--- config.mk ---
export PLATFORM = sky130hd
export DESIGN_NAME = lfdc_control
export DESIGN_NICKNAME = d
export VERILOG_FILES = /design/src/rtl/lfdc_pkg.sv /design/src/rtl/lfdc_control.sv
export SDC_FILE = /design/constraint.sdc
export NUM_CORES = 1
export LEC_CHECK = 0
export BUFFER_PORTS_ARGS = -buffer_cell sky130_fd_sc_hd__clkbuf_2
export CAP_MARGIN = 20
export CORE_MARGIN = 1.5
export CORE_UTILIZATION = 60
export CTS_BUF_LIST = sky130_fd_sc_hd__clkbuf_4 sky130_fd_sc_hd__clkbuf_8
export DETAILED_ROUTE_END_ITERATION = 16
export HOLD_SLACK_MARGIN = 0.1
export PLACE_DENSITY = 0.73
export SYNTH_ARGS = -nofsm -noshare
export SYNTH_HDL_FRONTEND = slang
export SYNTH_SLANG_ARGS = --single-unit
export TNS_END_PERCENT = 30
--- constraint.sdc ---
create_clock -name clk -period 4.9 [get_ports clk]
set_input_delay 1.47 -clock clk [delete_from_list [all_inputs] [get_ports clk]]
set_output_delay 1.47 -clock clk [all_outputs]
set_load 0.02 [all_outputs]
--- src/rtl/lfdc_pkg.sv ---
// Package for the flash driver control block: timing counts, reference codes, states.
// Assumes a 10 MHz core clock; reference levels are in millivolts.
package lfdc_pkg;

    localparam int CLK_HZ = 10_000_000;
    localparam int CLK_NS = 1_000_000_000 / CLK_HZ;
    // Reference wake-up interval
    localparam int WAKE_US = 200;
    localparam int WAKE_CYC = (WAKE_US * 1000) / CLK_NS;
    // Soft-start duration, a plain default
    localparam int SOFT_US = 100;
    localparam int SOFT_CYC = (SOFT_US * 1000) / CLK_NS;
    // Dropout detector: cycles below regulation before doubling
    localparam logic [5:0] DROPOUT_CYC = 6'd32;
    // Low time on the pulse-count input that forces shutdown
    localparam int LOWSD_US = 200;
    localparam int LOWSD_CYC = (LOWSD_US * 1000) / CLK_NS;
    // Flash on-time limit
    localparam longint FLASH_MS = 3500;
    localparam longint FLASH_CYC = (FLASH_MS * 1_000_000) / CLK_NS;
    // Reference levels, millivolts
    localparam logic [8:0] REF_FLASH_MV = 9'd160;
    localparam logic [8:0] REF_TORCH_MV = 9'd60;
    localparam logic [8:0] REF_BASE_MV = 9'd60;
    localparam logic [8:0] REF_STEP_MV = 9'd10;
    localparam logic [8:0] REF_LIMIT_MV = 9'd120;
    // Edge count: 1 wake, 2 zero, 3 base level, up to 3+30 steps
    localparam logic [5:0] EDGE_ZERO = 6'd2;
    localparam logic [5:0] EDGE_BASE = 6'd3;
    localparam logic [5:0] EDGE_MAX = 6'd33;

    typedef enum logic [4:0] {
        LFDC_OFF = 5'b00001,
        LFDC_WAKE = 5'b00010,
        LFDC_SOFT = 5'b00100,
        LFDC_LIN = 5'b01000,
        LFDC_DBL = 5'b10000
    } lfdc_state_e;

endpackage : lfdc_pkg

--- src/rtl/lfdc_control.sv ---
// LED flash driver control: power-up sequence, mode change, reference and fault reactions.
// Assumes all inputs are synchronous to clk; analog comparators arrive as clean levels.
//
// Contract
// RL1: After enable rises, wait wake-up interval, soft start, then regulate.
// RL2: After soft start, begin in linear pass mode regulating on feedback.
// RL3: Feedback low over 32 consecutive cycles in linear mode switches to doubler mode.
// RL4: Doubler mode exits only on enable toggle, select fall, power cycle, thermal fault; code also exits on flash timeout and adjustable low-time shutdown.
// RL5: Fixed variant reference 160mV with select high, 60mV with select low.
// RL6: Fixed variant is switched on and off by its own enable input.
// RL7: Fixed flash on time capped 3.5s; select or enable activity re-enables.
// RL8: Adjustable variant counts pulse edges, 10mV steps, saturating at 360mV.
// RL9: Adjustable variant shuts down when pulse input stays low over 200us.
// RL10: Edge one wakes, two sets zero, three sets 60mV, later edges add steps.
// RL11: Reference only rises; lower level needs low-time shutdown to clear count.
// RL12: Adjustable variant limits on time to 3.5s at reference 120mV or more.
// RL13: After flash timeout, stay off until enable goes low then high; code also releases on select change or adjustable low-time shutdown.
// RL14: Over-temperature turns switches off; recovery restarts through soft start.
// RL15: Over-voltage holds all switches off while it lasts.
// RL16: Over-current switches the output switches off.
// RL17: Host waits 600us after power before the first pulse.
// RL18: Host spaces first and second pulses about 25us, at most 75us.
// RL19: Host pulse train no faster than 1MHz.
// RL20: Host holds pulse input high to keep level; long low shuts down.
// RL21: Any shutdown returns to linear mode and restarts with soft start.
`timescale 1ns/100ps

module lfdc_control
    import lfdc_pkg::*;
#(
    parameter int WAKE_CYCLES = lfdc_pkg::WAKE_CYC,         // Wake-up count
    parameter longint FLASH_CYCLES = lfdc_pkg::FLASH_CYC    // Flash limit count
)
(
    input wire logic clk,                  // 10 MHz core clock
    input wire logic reset_n,              // Power-on reset, active low
    input wire logic adjustableVariant,    // 1 selects pulse-count variant
    input wire logic enable,               // Enable input, fixed variant
    input wire logic flashSelect,          // Flash/torch select, fixed variant
    input wire logic pulseCount,           // Pulse-count input, adjustable variant
    input wire logic feedbackLow,          // Feedback below reference
    input wire logic overTemp,             // Over-temperature, hysteretic level
    input wire logic overVoltage,          // Output above over-voltage threshold
    input wire logic overCurrent,          // Averaged output over current limit
    output logic [8:0] feedbackReferenceLevel, // Reference in mV
    output logic switchesOn,               // Output switches allowed
    output logic softStart,                // Soft-start phase active
    output logic linearPassMode,           // Linear pass mode active
    output logic doublerPumpMode,          // Doubler pump mode active
    output logic timedOut                  // Flash timeout latched
);
    import lfdc_pkg::*;

    lfdc_state_e state;
    logic enablePrev;
    logic selectPrev;
    logic pulsePrev;
    logic [5:0] edgeCount;
    logic [31:0] lowCount;
    logic [31:0] seqCount;
    logic [5:0] dropCount;
    logic [35:0] onCount;
    logic lowShutdown;
    logic runRequest;
    logic selectFall;
    logic enableToggle;
    logic limitActive;
    logic [8:0] next_reference;

    function automatic logic [8:0] edgeToRef(input logic [5:0] edges);
        logic [8:0] steps;
        steps = 9'(edges - EDGE_BASE);
        if (edges < EDGE_BASE)
            edgeToRef = 9'h000;
        else
            edgeToRef = 9'(REF_BASE_MV + steps * REF_STEP_MV);
    endfunction : edgeToRef

    assign selectFall = selectPrev && !flashSelect;
    assign enableToggle = enablePrev != enable;
    // RL9 low-time shutdown
    assign lowShutdown = adjustableVariant && !pulseCount && (lowCount >= 32'(LOWSD_CYC));
    // RL6 enable or pulse activity
    assign runRequest = adjustableVariant ? (edgeCount != 6'h00 && !lowShutdown) : enable;

    // Input history
    always_ff @(posedge clk or negedge reset_n)
    begin
        if (!reset_n)
        begin
            enablePrev <= 1'b0;
            selectPrev <= 1'b0;
            // Line may idle high across reset; count no edge until it is seen low
            pulsePrev <= 1'b1;
        end
        else
        begin
            enablePrev <= enable;
            selectPrev <= flashSelect;
            pulsePrev <= pulseCount;
        end
    end

    // RL9 low-time timer
    always_ff @(posedge clk or negedge reset_n)
    begin
        if (!reset_n)
            lowCount <= 32'h0000_0000;
        else if (pulseCount)
            lowCount <= 32'h0000_0000;
        else if (lowCount < 32'(LOWSD_CYC))
            lowCount <= lowCount + 32'h0000_0001;
    end

    // RL8 RL10 RL11 edge counter
    always_ff @(posedge clk or negedge reset_n)
    begin
        if (!reset_n)
            edgeCount <= 6'h00;
        else if (!adjustableVariant || lowShutdown)
            edgeCount <= 6'h00;
        else if (pulseCount && !pulsePrev && edgeCount < EDGE_MAX)
            edgeCount <= edgeCount + 6'h01;
    end

    // RL5 RL8 reference select
    always_comb
    begin
        if (adjustableVariant)
            next_reference = edgeToRef(edgeCount);
        else
            next_reference = flashSelect ? REF_FLASH_MV : REF_TORCH_MV;
    end

    always_ff @(posedge clk or negedge reset_n)
    begin
        if (!reset_n)
            feedbackReferenceLevel <= 9'h000;
        else
            feedbackReferenceLevel <= next_reference;
    end

    // RL7 RL12 timeout applies
    assign limitActive = adjustableVariant ? (next_reference >= REF_LIMIT_MV) : flashSelect;

    // RL7 RL12 RL13 on-time limit
    always_ff @(posedge clk or negedge reset_n)
    begin
        if (!reset_n)
            onCount <= 36'h0_0000_0000;
        else if ((state == LFDC_LIN || state == LFDC_DBL) && limitActive)
        begin
            if (onCount < 36'(FLASH_CYCLES))
                onCount <= onCount + 36'h0_0000_0001;
        end
        else
            onCount <= 36'h0_0000_0000;
    end

    // RL13 timeout latch and release
    always_ff @(posedge clk or negedge reset_n)
    begin
        if (!reset_n)
            timedOut <= 1'b0;
        else if (onCount >= 36'(FLASH_CYCLES) && limitActive)
            timedOut <= 1'b1;
        else if (adjustableVariant ? lowShutdown : (!enable || (flashSelect != selectPrev)))
            timedOut <= 1'b0;
    end

    // RL3 dropout counter
    always_ff @(posedge clk or negedge reset_n)
    begin
        if (!reset_n)
            dropCount <= 6'h00;
        else if (state == LFDC_LIN && feedbackLow && !overVoltage && !overCurrent)
            dropCount <= (dropCount < DROPOUT_CYC) ? dropCount + 6'h01 : dropCount;
        else
            dropCount <= 6'h00;
    end

    // RL1 RL4 RL14 RL21 sequencer
    always_ff @(posedge clk or negedge reset_n)
    begin
        if (!reset_n)
        begin
            state <= LFDC_OFF;
            seqCount <= 32'h0000_0000;
        end
        else if (!runRequest || timedOut || overTemp)
        begin
            // RL21 back to linear via restart
            state <= LFDC_OFF;
            seqCount <= 32'h0000_0000;
        end
        else
        begin
            unique case (state)
                LFDC_OFF:
                begin
                    state <= LFDC_WAKE;
                    seqCount <= 32'h0000_0000;
                end
                LFDC_WAKE:
                begin
                    seqCount <= seqCount + 32'h0000_0001;
                    if (seqCount >= 32'(WAKE_CYCLES - 1))
                    begin
                        state <= LFDC_SOFT;
                        seqCount <= 32'h0000_0000;
                    end
                end
                LFDC_SOFT:
                begin
                    seqCount <= seqCount + 32'h0000_0001;
                    // RL2 start linear
                    if (seqCount >= 32'(SOFT_CYC - 1))
                        state <= LFDC_LIN;
                end
                LFDC_LIN:
                    // RL3 dropout switch
                    if (dropCount >= DROPOUT_CYC)
                        state <= LFDC_DBL;
                LFDC_DBL:
                    // RL4 doubler exits
                    if (enableToggle || (!adjustableVariant && selectFall))
                        state <= LFDC_LIN;
            endcase
        end
    end

    assign softStart = state == LFDC_SOFT;
    assign linearPassMode = state == LFDC_LIN;
    assign doublerPumpMode = state == LFDC_DBL;
    // RL14 RL15 RL16 switch gating
    assign switchesOn = (state == LFDC_SOFT || state == LFDC_LIN || state == LFDC_DBL)
        && !overTemp && !overVoltage && !overCurrent;
endmodule : lfdc_control

==> results.py, run 1 <==
metrics = {
    "run_status": {
        "outcome": "finished, violations left",
        "violations": "design-rule violations",
    },
    "setup_path": {
        "critPathTopFamily": "compound AO/OA/AOI/OAI gates",
        "path_class": "reg -> reg",
        "cpMostUsedCell": "ha_1",
        "crit_chain": "ha_1 -> nor3_1 -> xor2_1 -> ha_1 -> ha_1 -> a21o_1 -> a21oi_1 -> xor3_1 -> o211a_1 -> or3_1 -> buf_16 -> a22oi_1",
        "critPathLaunch": "edgeCount[0]",
        "r2r_cells": 12,
        "cp-start-kind": "flop",
        "ff2ff_setup_slack_ns": 0.92,
        "crit_end": "onCount[11]",
        "critPathMaxFanout": 31,
        "r2r-start": "edgeCount[0]",
        "crit_arrival_ns": 4.33,
        "cp_slowest_cell": "dfrtp_1",
        "end_kind": "flop",
        "cp_slowest_stage_delay_ns": 0.46,
        "r2r-end": "onCount[11]",
        "cp_num_cells": 12,
        "required_ns": 5.25,
        "critPathBufInv": 1,
    },
    "placed_design": {
        "routabilityCongestion": 0.868,
        "io_buffers": 22,
        "dp_hpwl_mm": 10.2,
        "post_dp_cell_area_mm2": 0.00733,
    },
    "synth": {
        "synth_cells": 749,
        "synth_cell_types": 74,
        "syn_area_mm2": 0.00718,
        "ys_ff_latch": 129,
        "syn_area_per_cell_um2": 9.58,
        "synth_nets": 779,
        "synth_seq_area_share": 0.450,
        "synth_flop_cell": "dfrtp_1",
        "ys_warn_count": 0,
        "synthArstFlopShare": 1.00,
        "synth_edf_count": 0,
    },
    "detailed_routing": {
        "viasPerCell": 6.28,
        "drt_iter0_drc": 461,
        "wire_per_inst_um": 16.7,
        "drt_wl_total_mm": 15.3,
        "first_pass_iters": 11,
        "drc": 3,
        "ant_nets": 0,
        "vias": 5756,
    },
    "sta": {
        "fmax_mhz": 251,
        "tns_ns": 0,
        "grt_setup_unrepaired": "false",
        "period_minus_slack_ns": 3.98,
        "skew_ns": 0.0107,
        "worst_slew_pin_slew_ns": 0.976,
        "fin_crit_sh": 0.812,
        "setup_viol_count_final": 0,
        "slew_headroom": 0.349,
        "maxSlewViolCount": 0,
        "finalHoldViolCount": 0,
    },
    "power_and_ir_drop": {
        "leakage_nw": 3.33,
        "irDropWorstVdd_mv": 0.289,
        "powerDensity_mw_per_mm2": 302,
    },
    "cells_and_area": {
        "drive_gt1_frac": 0.101,
        "final_nets": 791,
        "num_antenna_cells": 0,
        "fin_area_mm2": 0.00785,
        "syn_to_final_growth_pct": 9.40,
    },
    "global_route": {
        "grt_pass1_wl_mm": 26.0,
        "grt_max_degree": 78,
        "grt_pass1_vias": 5460,
        "grt_use_total": 0.258,
        "grt_overflow": 0,
        "antenna_found_initial": 0,
    },
    "floorplanning": {
        "ios": 24,
        "die_h_um": 112,
        "design.core.area_mm2": 0.0116,
        "initial_utilization": 0.621,
        "dieArea_mm2": 0.0126,
        "die_w_um": 112,
        "rows": 39,
    },
    "clock_network": {
        "htreeDepth": 4,
        "ctsResizeCount": 0,
        "cts_tree": "yes",
        "clock-sinks": 129,
        "hold_buffers": 0,
        "worstSkewPairLatency_ns": 0.45,
        "path_clk_slew_ns": 0.07,
        "cts_root_buf": "clkbuf_8",
        "max-clock-path-buffers": 2,
        "cts_post_setup_buffers_inserted": 0,
        "cts_buffers": 17,
    },
    "worst_hold_path": {
        "hold_path_class": "reg -> reg",
    },
    "job": {
        "cap_violations": 0,
    },
}
==> layer usage <==
layer  track usage  vias up  share of wire
li1              -     2782              -
met1         0.347     2829           0.46
met2         0.409      129           0.48
met3        0.0680       16          0.041
met4        0.0903        0          0.011
met5             0        -              0
==> registers in the layout (all words and copies together), names as in the netlist <==
register                flops
onCount                    36
lowCount                   32
seqCount                   32
feedbackReferenceLevel      8
dropCount                   6
edgeCount                   6
state                       5
enablePrev                  1
pulsePrev                   1
selectPrev                  1
timedOut                    1
==> final cells by class <==
| class | instances | area (um2) |
|---|---|---|
| fillers | 940 | 3710 |
| multi-input cells | 556 | 3650 |
| flip-flops and latches | 129 | 3230 |
| clock buffers | 19 | 262 |
| clock inverters | 13 | 233 |
| repair buffers | 27 | 183 |
| well taps | 143 | 179 |
| inverters | 30 | 113 |
==> logic make-up after synthesis <==
group	Yosys count	synth area share
xor gates and xnor gates	44	0.0577
DFF	129	0.450
adders and majority gates	20	0.0359
muxes	9	0.0131
AOI/OAI and AO/OA	180	0.166
buffers and inverters	64	0.0410
and+or+nand+nor	302	0.236
other	1	0.000523
==> cell usage after synthesis (4+ instances only) <==
| master | number | share of area |
|---|---|---|
| a21boi_1 | 10 | 0.010 |
| a21o_1 | 8 | 0.0084 |
| a21oi_1 | 50 | 0.035 |
| a22oi_1 | 12 | 0.013 |
| a31oi_1 | 6 | 0.0052 |
| and2_1 | 13 | 0.011 |
| and3_1 | 19 | 0.017 |
| and4_1 | 14 | 0.017 |
| buf_2 | 13 | 0.0091 |
| buf_6 | 4 | 0.0063 |
| clkbuf_1 | 13 | 0.0068 |
| dfrtp_1 | 127 | 0.44 |
| ha_1 | 19 | 0.033 |
| inv_1 | 30 | 0.016 |
| mux2i_1 | 8 | 0.011 |
| nand2_1 | 44 | 0.023 |
| nand3_1 | 32 | 0.022 |
| nand4_1 | 22 | 0.019 |
| nor2_1 | 55 | 0.029 |
| nor2b_1 | 19 | 0.017 |
| nor3_1 | 15 | 0.010 |
| nor4_1 | 13 | 0.011 |
| o211ai_1 | 8 | 0.0084 |
| o21ai_0 | 28 | 0.020 |
| o21ai_1 | 11 | 0.0077 |
| o31ai_1 | 10 | 0.010 |
| or3_1 | 23 | 0.020 |
| or4_1 | 13 | 0.014 |
| xnor2_1 | 16 | 0.020 |
| xor2_1 | 26 | 0.032 |
==> power by group <==
part           leakage [nW]  switching, mW  internal [mW]
logic                  1.31          0.116         0.0604
clock network         0.234          0.433          0.684
registers              1.78        0.00686           1.07
==> cell usage in the layout (no fill, tap or decap), drive strengths merged, types with 13 or more instances in the layout <==
cell type  instances
and4              14
xnor2             16
nand3             32
ha                19
nand2             45
nor2b             19
nor3              18
clkbuf            40
dfrtp            127
nor2              55
nor4              16
o21ai             39
xor2              26
a21oi             52
or4               13
and3              19
and2              13
inv               30
nand4             23
or3               23
==> how the worst min path moves through the flow <==
stage | from | endpoint | slack (ns) | cells after the start
after floorplan | lowCount[29] | lowCount[29] | 0.46 | 1
after global placement | lowCount[29] | lowCount[29] | 0.49 | 1
after detailed placement | lowCount[29] | lowCount[29] | 0.50 | 1
after CTS | lowCount[31] | lowCount[31] | 0.53 | 1
after global routing | onCount[29] | onCount[29] | 0.54 | 1
final | lowCount[31] | lowCount[31] | 0.51 | 1
==> per-stage QoR <==
| step | instances | utilization | total power, mW | worst slack, ns | hold slack (ns) |
|---|---|---|---|---|---|
| final | 917 | 0.679 | 2.37 | 0.919 | 0.513 |
| after global routing | 917 | 0.679 | 2.46 | 0.709 | 0.545 |
| after CTS | 916 | 0.677 | 2.39 | 0.691 | 0.525 |
| after detailed placement | 884 | 0.634 | 1.28 | 0.715 | 0.502 |
| after global placement | 884 | 0.634 | 1.27 | 0.871 | 0.487 |
| after floorplan | 749 | - | 1.22 | 0.840 | 0.455 |
Power figures use the tool's default switching activity.
==> run 2: changes to the inputs <==
- ABC_AREA: not set -> 1
- clock period: 4.9 -> 3.7 ns (I/O delays scaled with it)
==> results.py, run 2 <==
metrics = {
    "run_status": {
        "outcome": "complete, no violations",
    },
    "setup_path": {
        "cp-start-kind": "flop",
        "r2r_cells": 18,
        "crit_arrival_ns": 3.87,
        "cp_slowest_stage_delay_ns": 0.45,
        "path_class": "reg -> reg",
        "end_kind": "flop",
        "required_ns": 4.10,
        "cp_slowest_cell": "fa_1",
        "crit_chain": "nand2_2 -> inv_1 -> o21ai_0 -> o21a_1 -> inv_1 -> ha_1 -> ha_1 -> inv_1 -> fa_1 -> nand2_1 -> nor2_1 -> xor2_1 -> nor2_1 -> nand2_1 -> o211ai_4 -> buf_4 -> nand3_1 -> nor2_1",
        "critPathMaxFanout": 5,
    },
    "synth": {
        "synth_mux_area_frac": 0,
        "synth_nets": 1041,
        "syn_area_mm2": 0.00767,
        "ys_warn_count": 0,
        "yosysTopAreaCell": "dfrtp_1",
        "synth_seq_area_share": 0.421,
        "synthArstFlopShare": 1.00,
        "synth_cells": 1011,
        "ys_ff_latch": 129,
        "synth_flop_cell": "dfrtp_1",
        "synth_most_common_cell": "nand2_1",
        "synthAdderAreaFrac": 0.0336,
        "synth-simple-area-share": 0.341,
        "synth_edf_count": 0,
        "synth_top_family_by_area": "simple AND/OR/NAND/NOR gates",
        "synth_common_cells": "nand2_1, nor2_1, inv_1",
        "synth-compound-area-share": 0.0427,
        "yosys-top-cells-area": "dfrtp_1, nand2_1, nor2_1, inv_1, nand4_1",
        "syn_area_per_cell_um2": 7.59,
        "synth_cell_types": 46,
        "netlist.area_leader.share": 0.414,
        "synth_xor_area_frac": 0.0673,
    },
    "sta": {
        "skew_ns": 0.00856,
        "setup_viol_count_final": 0,
        "period_minus_slack_ns": 3.47,
        "maxSlewViolCount": 0,
        "fmax_mhz": 288,
        "fin_crit_sh": 0.938,
        "finalHoldViolCount": 0,
        "slew_headroom": 0.447,
        "worst_slew_pin_slew_ns": 0.826,
    },
    "cells_and_area": {
        "final_common_cell": "nand2_1",
        "drive_gt1_frac": 0.0920,
        "largest_reg_flops": 36,
        "final_cell_mix": "nand2_1, nor2_1, inv_1",
        "syn_to_final_growth_pct": 9.47,
        "final_nets": 1061,
        "top_register": "onCount",
        "reg_top3": "onCount (36), lowCount (32), seqCount (32)",
        "num_antenna_cells": 0,
        "final_util": 0.668,
    },
    "detailed_routing": {
        "first_pass_iters": 5,
        "drt_wl_total_mm": 16.5,
        "ant_nets": 0,
        "viasPerCell": 5.31,
        "drt_iter0_drc": 435,
        "vias": 6460,
        "drc": 0,
        "wire_per_inst_um": 13.6,
    },
    "floorplanning": {
        "design.core.area_mm2": 0.0126,
        "die_w_um": 116,
        "dieArea_mm2": 0.0135,
        "ios": 24,
        "die_h_um": 116,
        "rows": 41,
        "initial_utilization": 0.611,
    },
    "clock_network": {
        "hold_buffers": 0,
        "path_clk_slew_ns": 0.08,
        "cts_root_buf": "clkbuf_8",
        "clock-sinks": 129,
        "worstSkewPairLatency_ns": 0.46,
        "max-clock-path-buffers": 2,
        "cts_buffers": 17,
        "htreeDepth": 4,
        "cts_tree": "yes",
    },
    "global_route": {
        "grt_use_total": 0.266,
        "grt_max_degree": 85,
        "antenna_found_initial": 0,
        "grt_overflow": 0,
        "grt_pass1_vias": 6030,
        "grt_pass1_wl_mm": 28.3,
    },
    "power_and_ir_drop": {
        "powerDensity_mw_per_mm2": 338,
        "total_power_mw": 2.84,
        "leakage_nw": 3.95,
        "irDropWorstVdd_mv": 0.226,
    },
    "worst_hold_path": {
        "hold_path_class": "reg -> reg",
        "min_path_cells": 2,
    },
    "placed_design": {
        "dp_hpwl_mm": 11.6,
        "routabilityCongestion": 0.945,
        "io_buffers": 22,
    },
    "job": {
        "cap_violations": 0,
    },
}
[run 2: worst max-delay path, delay by kind of cell (launching register included)]
family / cells / cell delay (ns)
adders and majority gates: 3 / 0.95
DFF: 1 / 0.44
AOI/OAI and AO/OA: 3 / 0.74
and+or+nand+nor: 7 / 0.72
xor gates and xnor gates: 1 / 0.16
buffers and inverters: 4 / 0.41
[run 2: path summary, 6_finish.rpt]
check                        startpoint           end  slack (ns)
setup / recovery           edgeCount[0]   onCount[19]        0.23
hold / removal             lowCount[12]  lowCount[12]        0.48
setup reg to reg           edgeCount[0]   onCount[19]        0.23
hold reg to reg            lowCount[12]  lowCount[12]        0.48
max in group asynchronous       reset_n  seqCount[28]        2.33
min in group asynchronous       reset_n    onCount[9]        0.56
[run 2: repair_timing]
action	in CTS	in global routing
endpoints found under the setup margin	0	34
gates resized for setup	0	4
buffers inserted	0	2
[run 2: routing by layer]
| layer | part of all wire | GRT usage | vias to the layer above |
|---|---|---|---|
| li1 | - | - | 3309 |
| met2 | 0.45 | 0.416 | 127 |
| met4 | 0.014 | 0.0837 | 0 |
| met5 | 0 | 0 | - |
| met1 | 0.49 | 0.372 | 2997 |
| met3 | 0.045 | 0.0618 | 27 |
[run 2: cell type report]
cell class                      count  area [um2]
Inverter                          149         559
Timing Repair Buffer               32         229
Multi-Input combinational cell    702        3780
Fill cell                        1092        4170
Clock inverter                     15         150
Sequential cell                   129        3230
Tap cell                          172         215
Clock buffer                       17         234
[run 2: stage by stage]
stage | TNS (ns) | hold WS (ns) | setup WS, ns | instances | instance area (um2)
floorplan | 0 | 0.445 | 0.590 | 1011 | 7670
global placement | 0 | 0.454 | 0.287 | 1181 | 7960
detailed placement | 0 | 0.466 | 0.130 | 1181 | 7960
CTS | 0 | 0.483 | 0.101 | 1213 | 8350
global route | -0.0130 | 0.496 | -0.0110 | 1216 | 8400
finish | 0 | 0.482 | 0.230 | 1216 | 8400
[run 2: cell families (layout without fill, tap and decap cells)]
logic type,Yosys count,in the layout
DFF,129,129
buffers and inverters,181,213
and+or+nand+nor,569,570
xor gates and xnor gates,59,59
other,1,1
AOI/OAI and AO/OA,52,52
adders and majority gates,20,20
[run 2: report_power, final]
| group | internal (mW) | switching (mW) | total (mW) |
|---|---|---|---|
| clock | 0.546 | 0.639 | 1.19 |
| combinational | 0.0679 | 0.162 | 0.230 |
| sequential | 1.42 | 0.00587 | 1.43 |
| total | 2.03 | 0.807 | 2.84 |
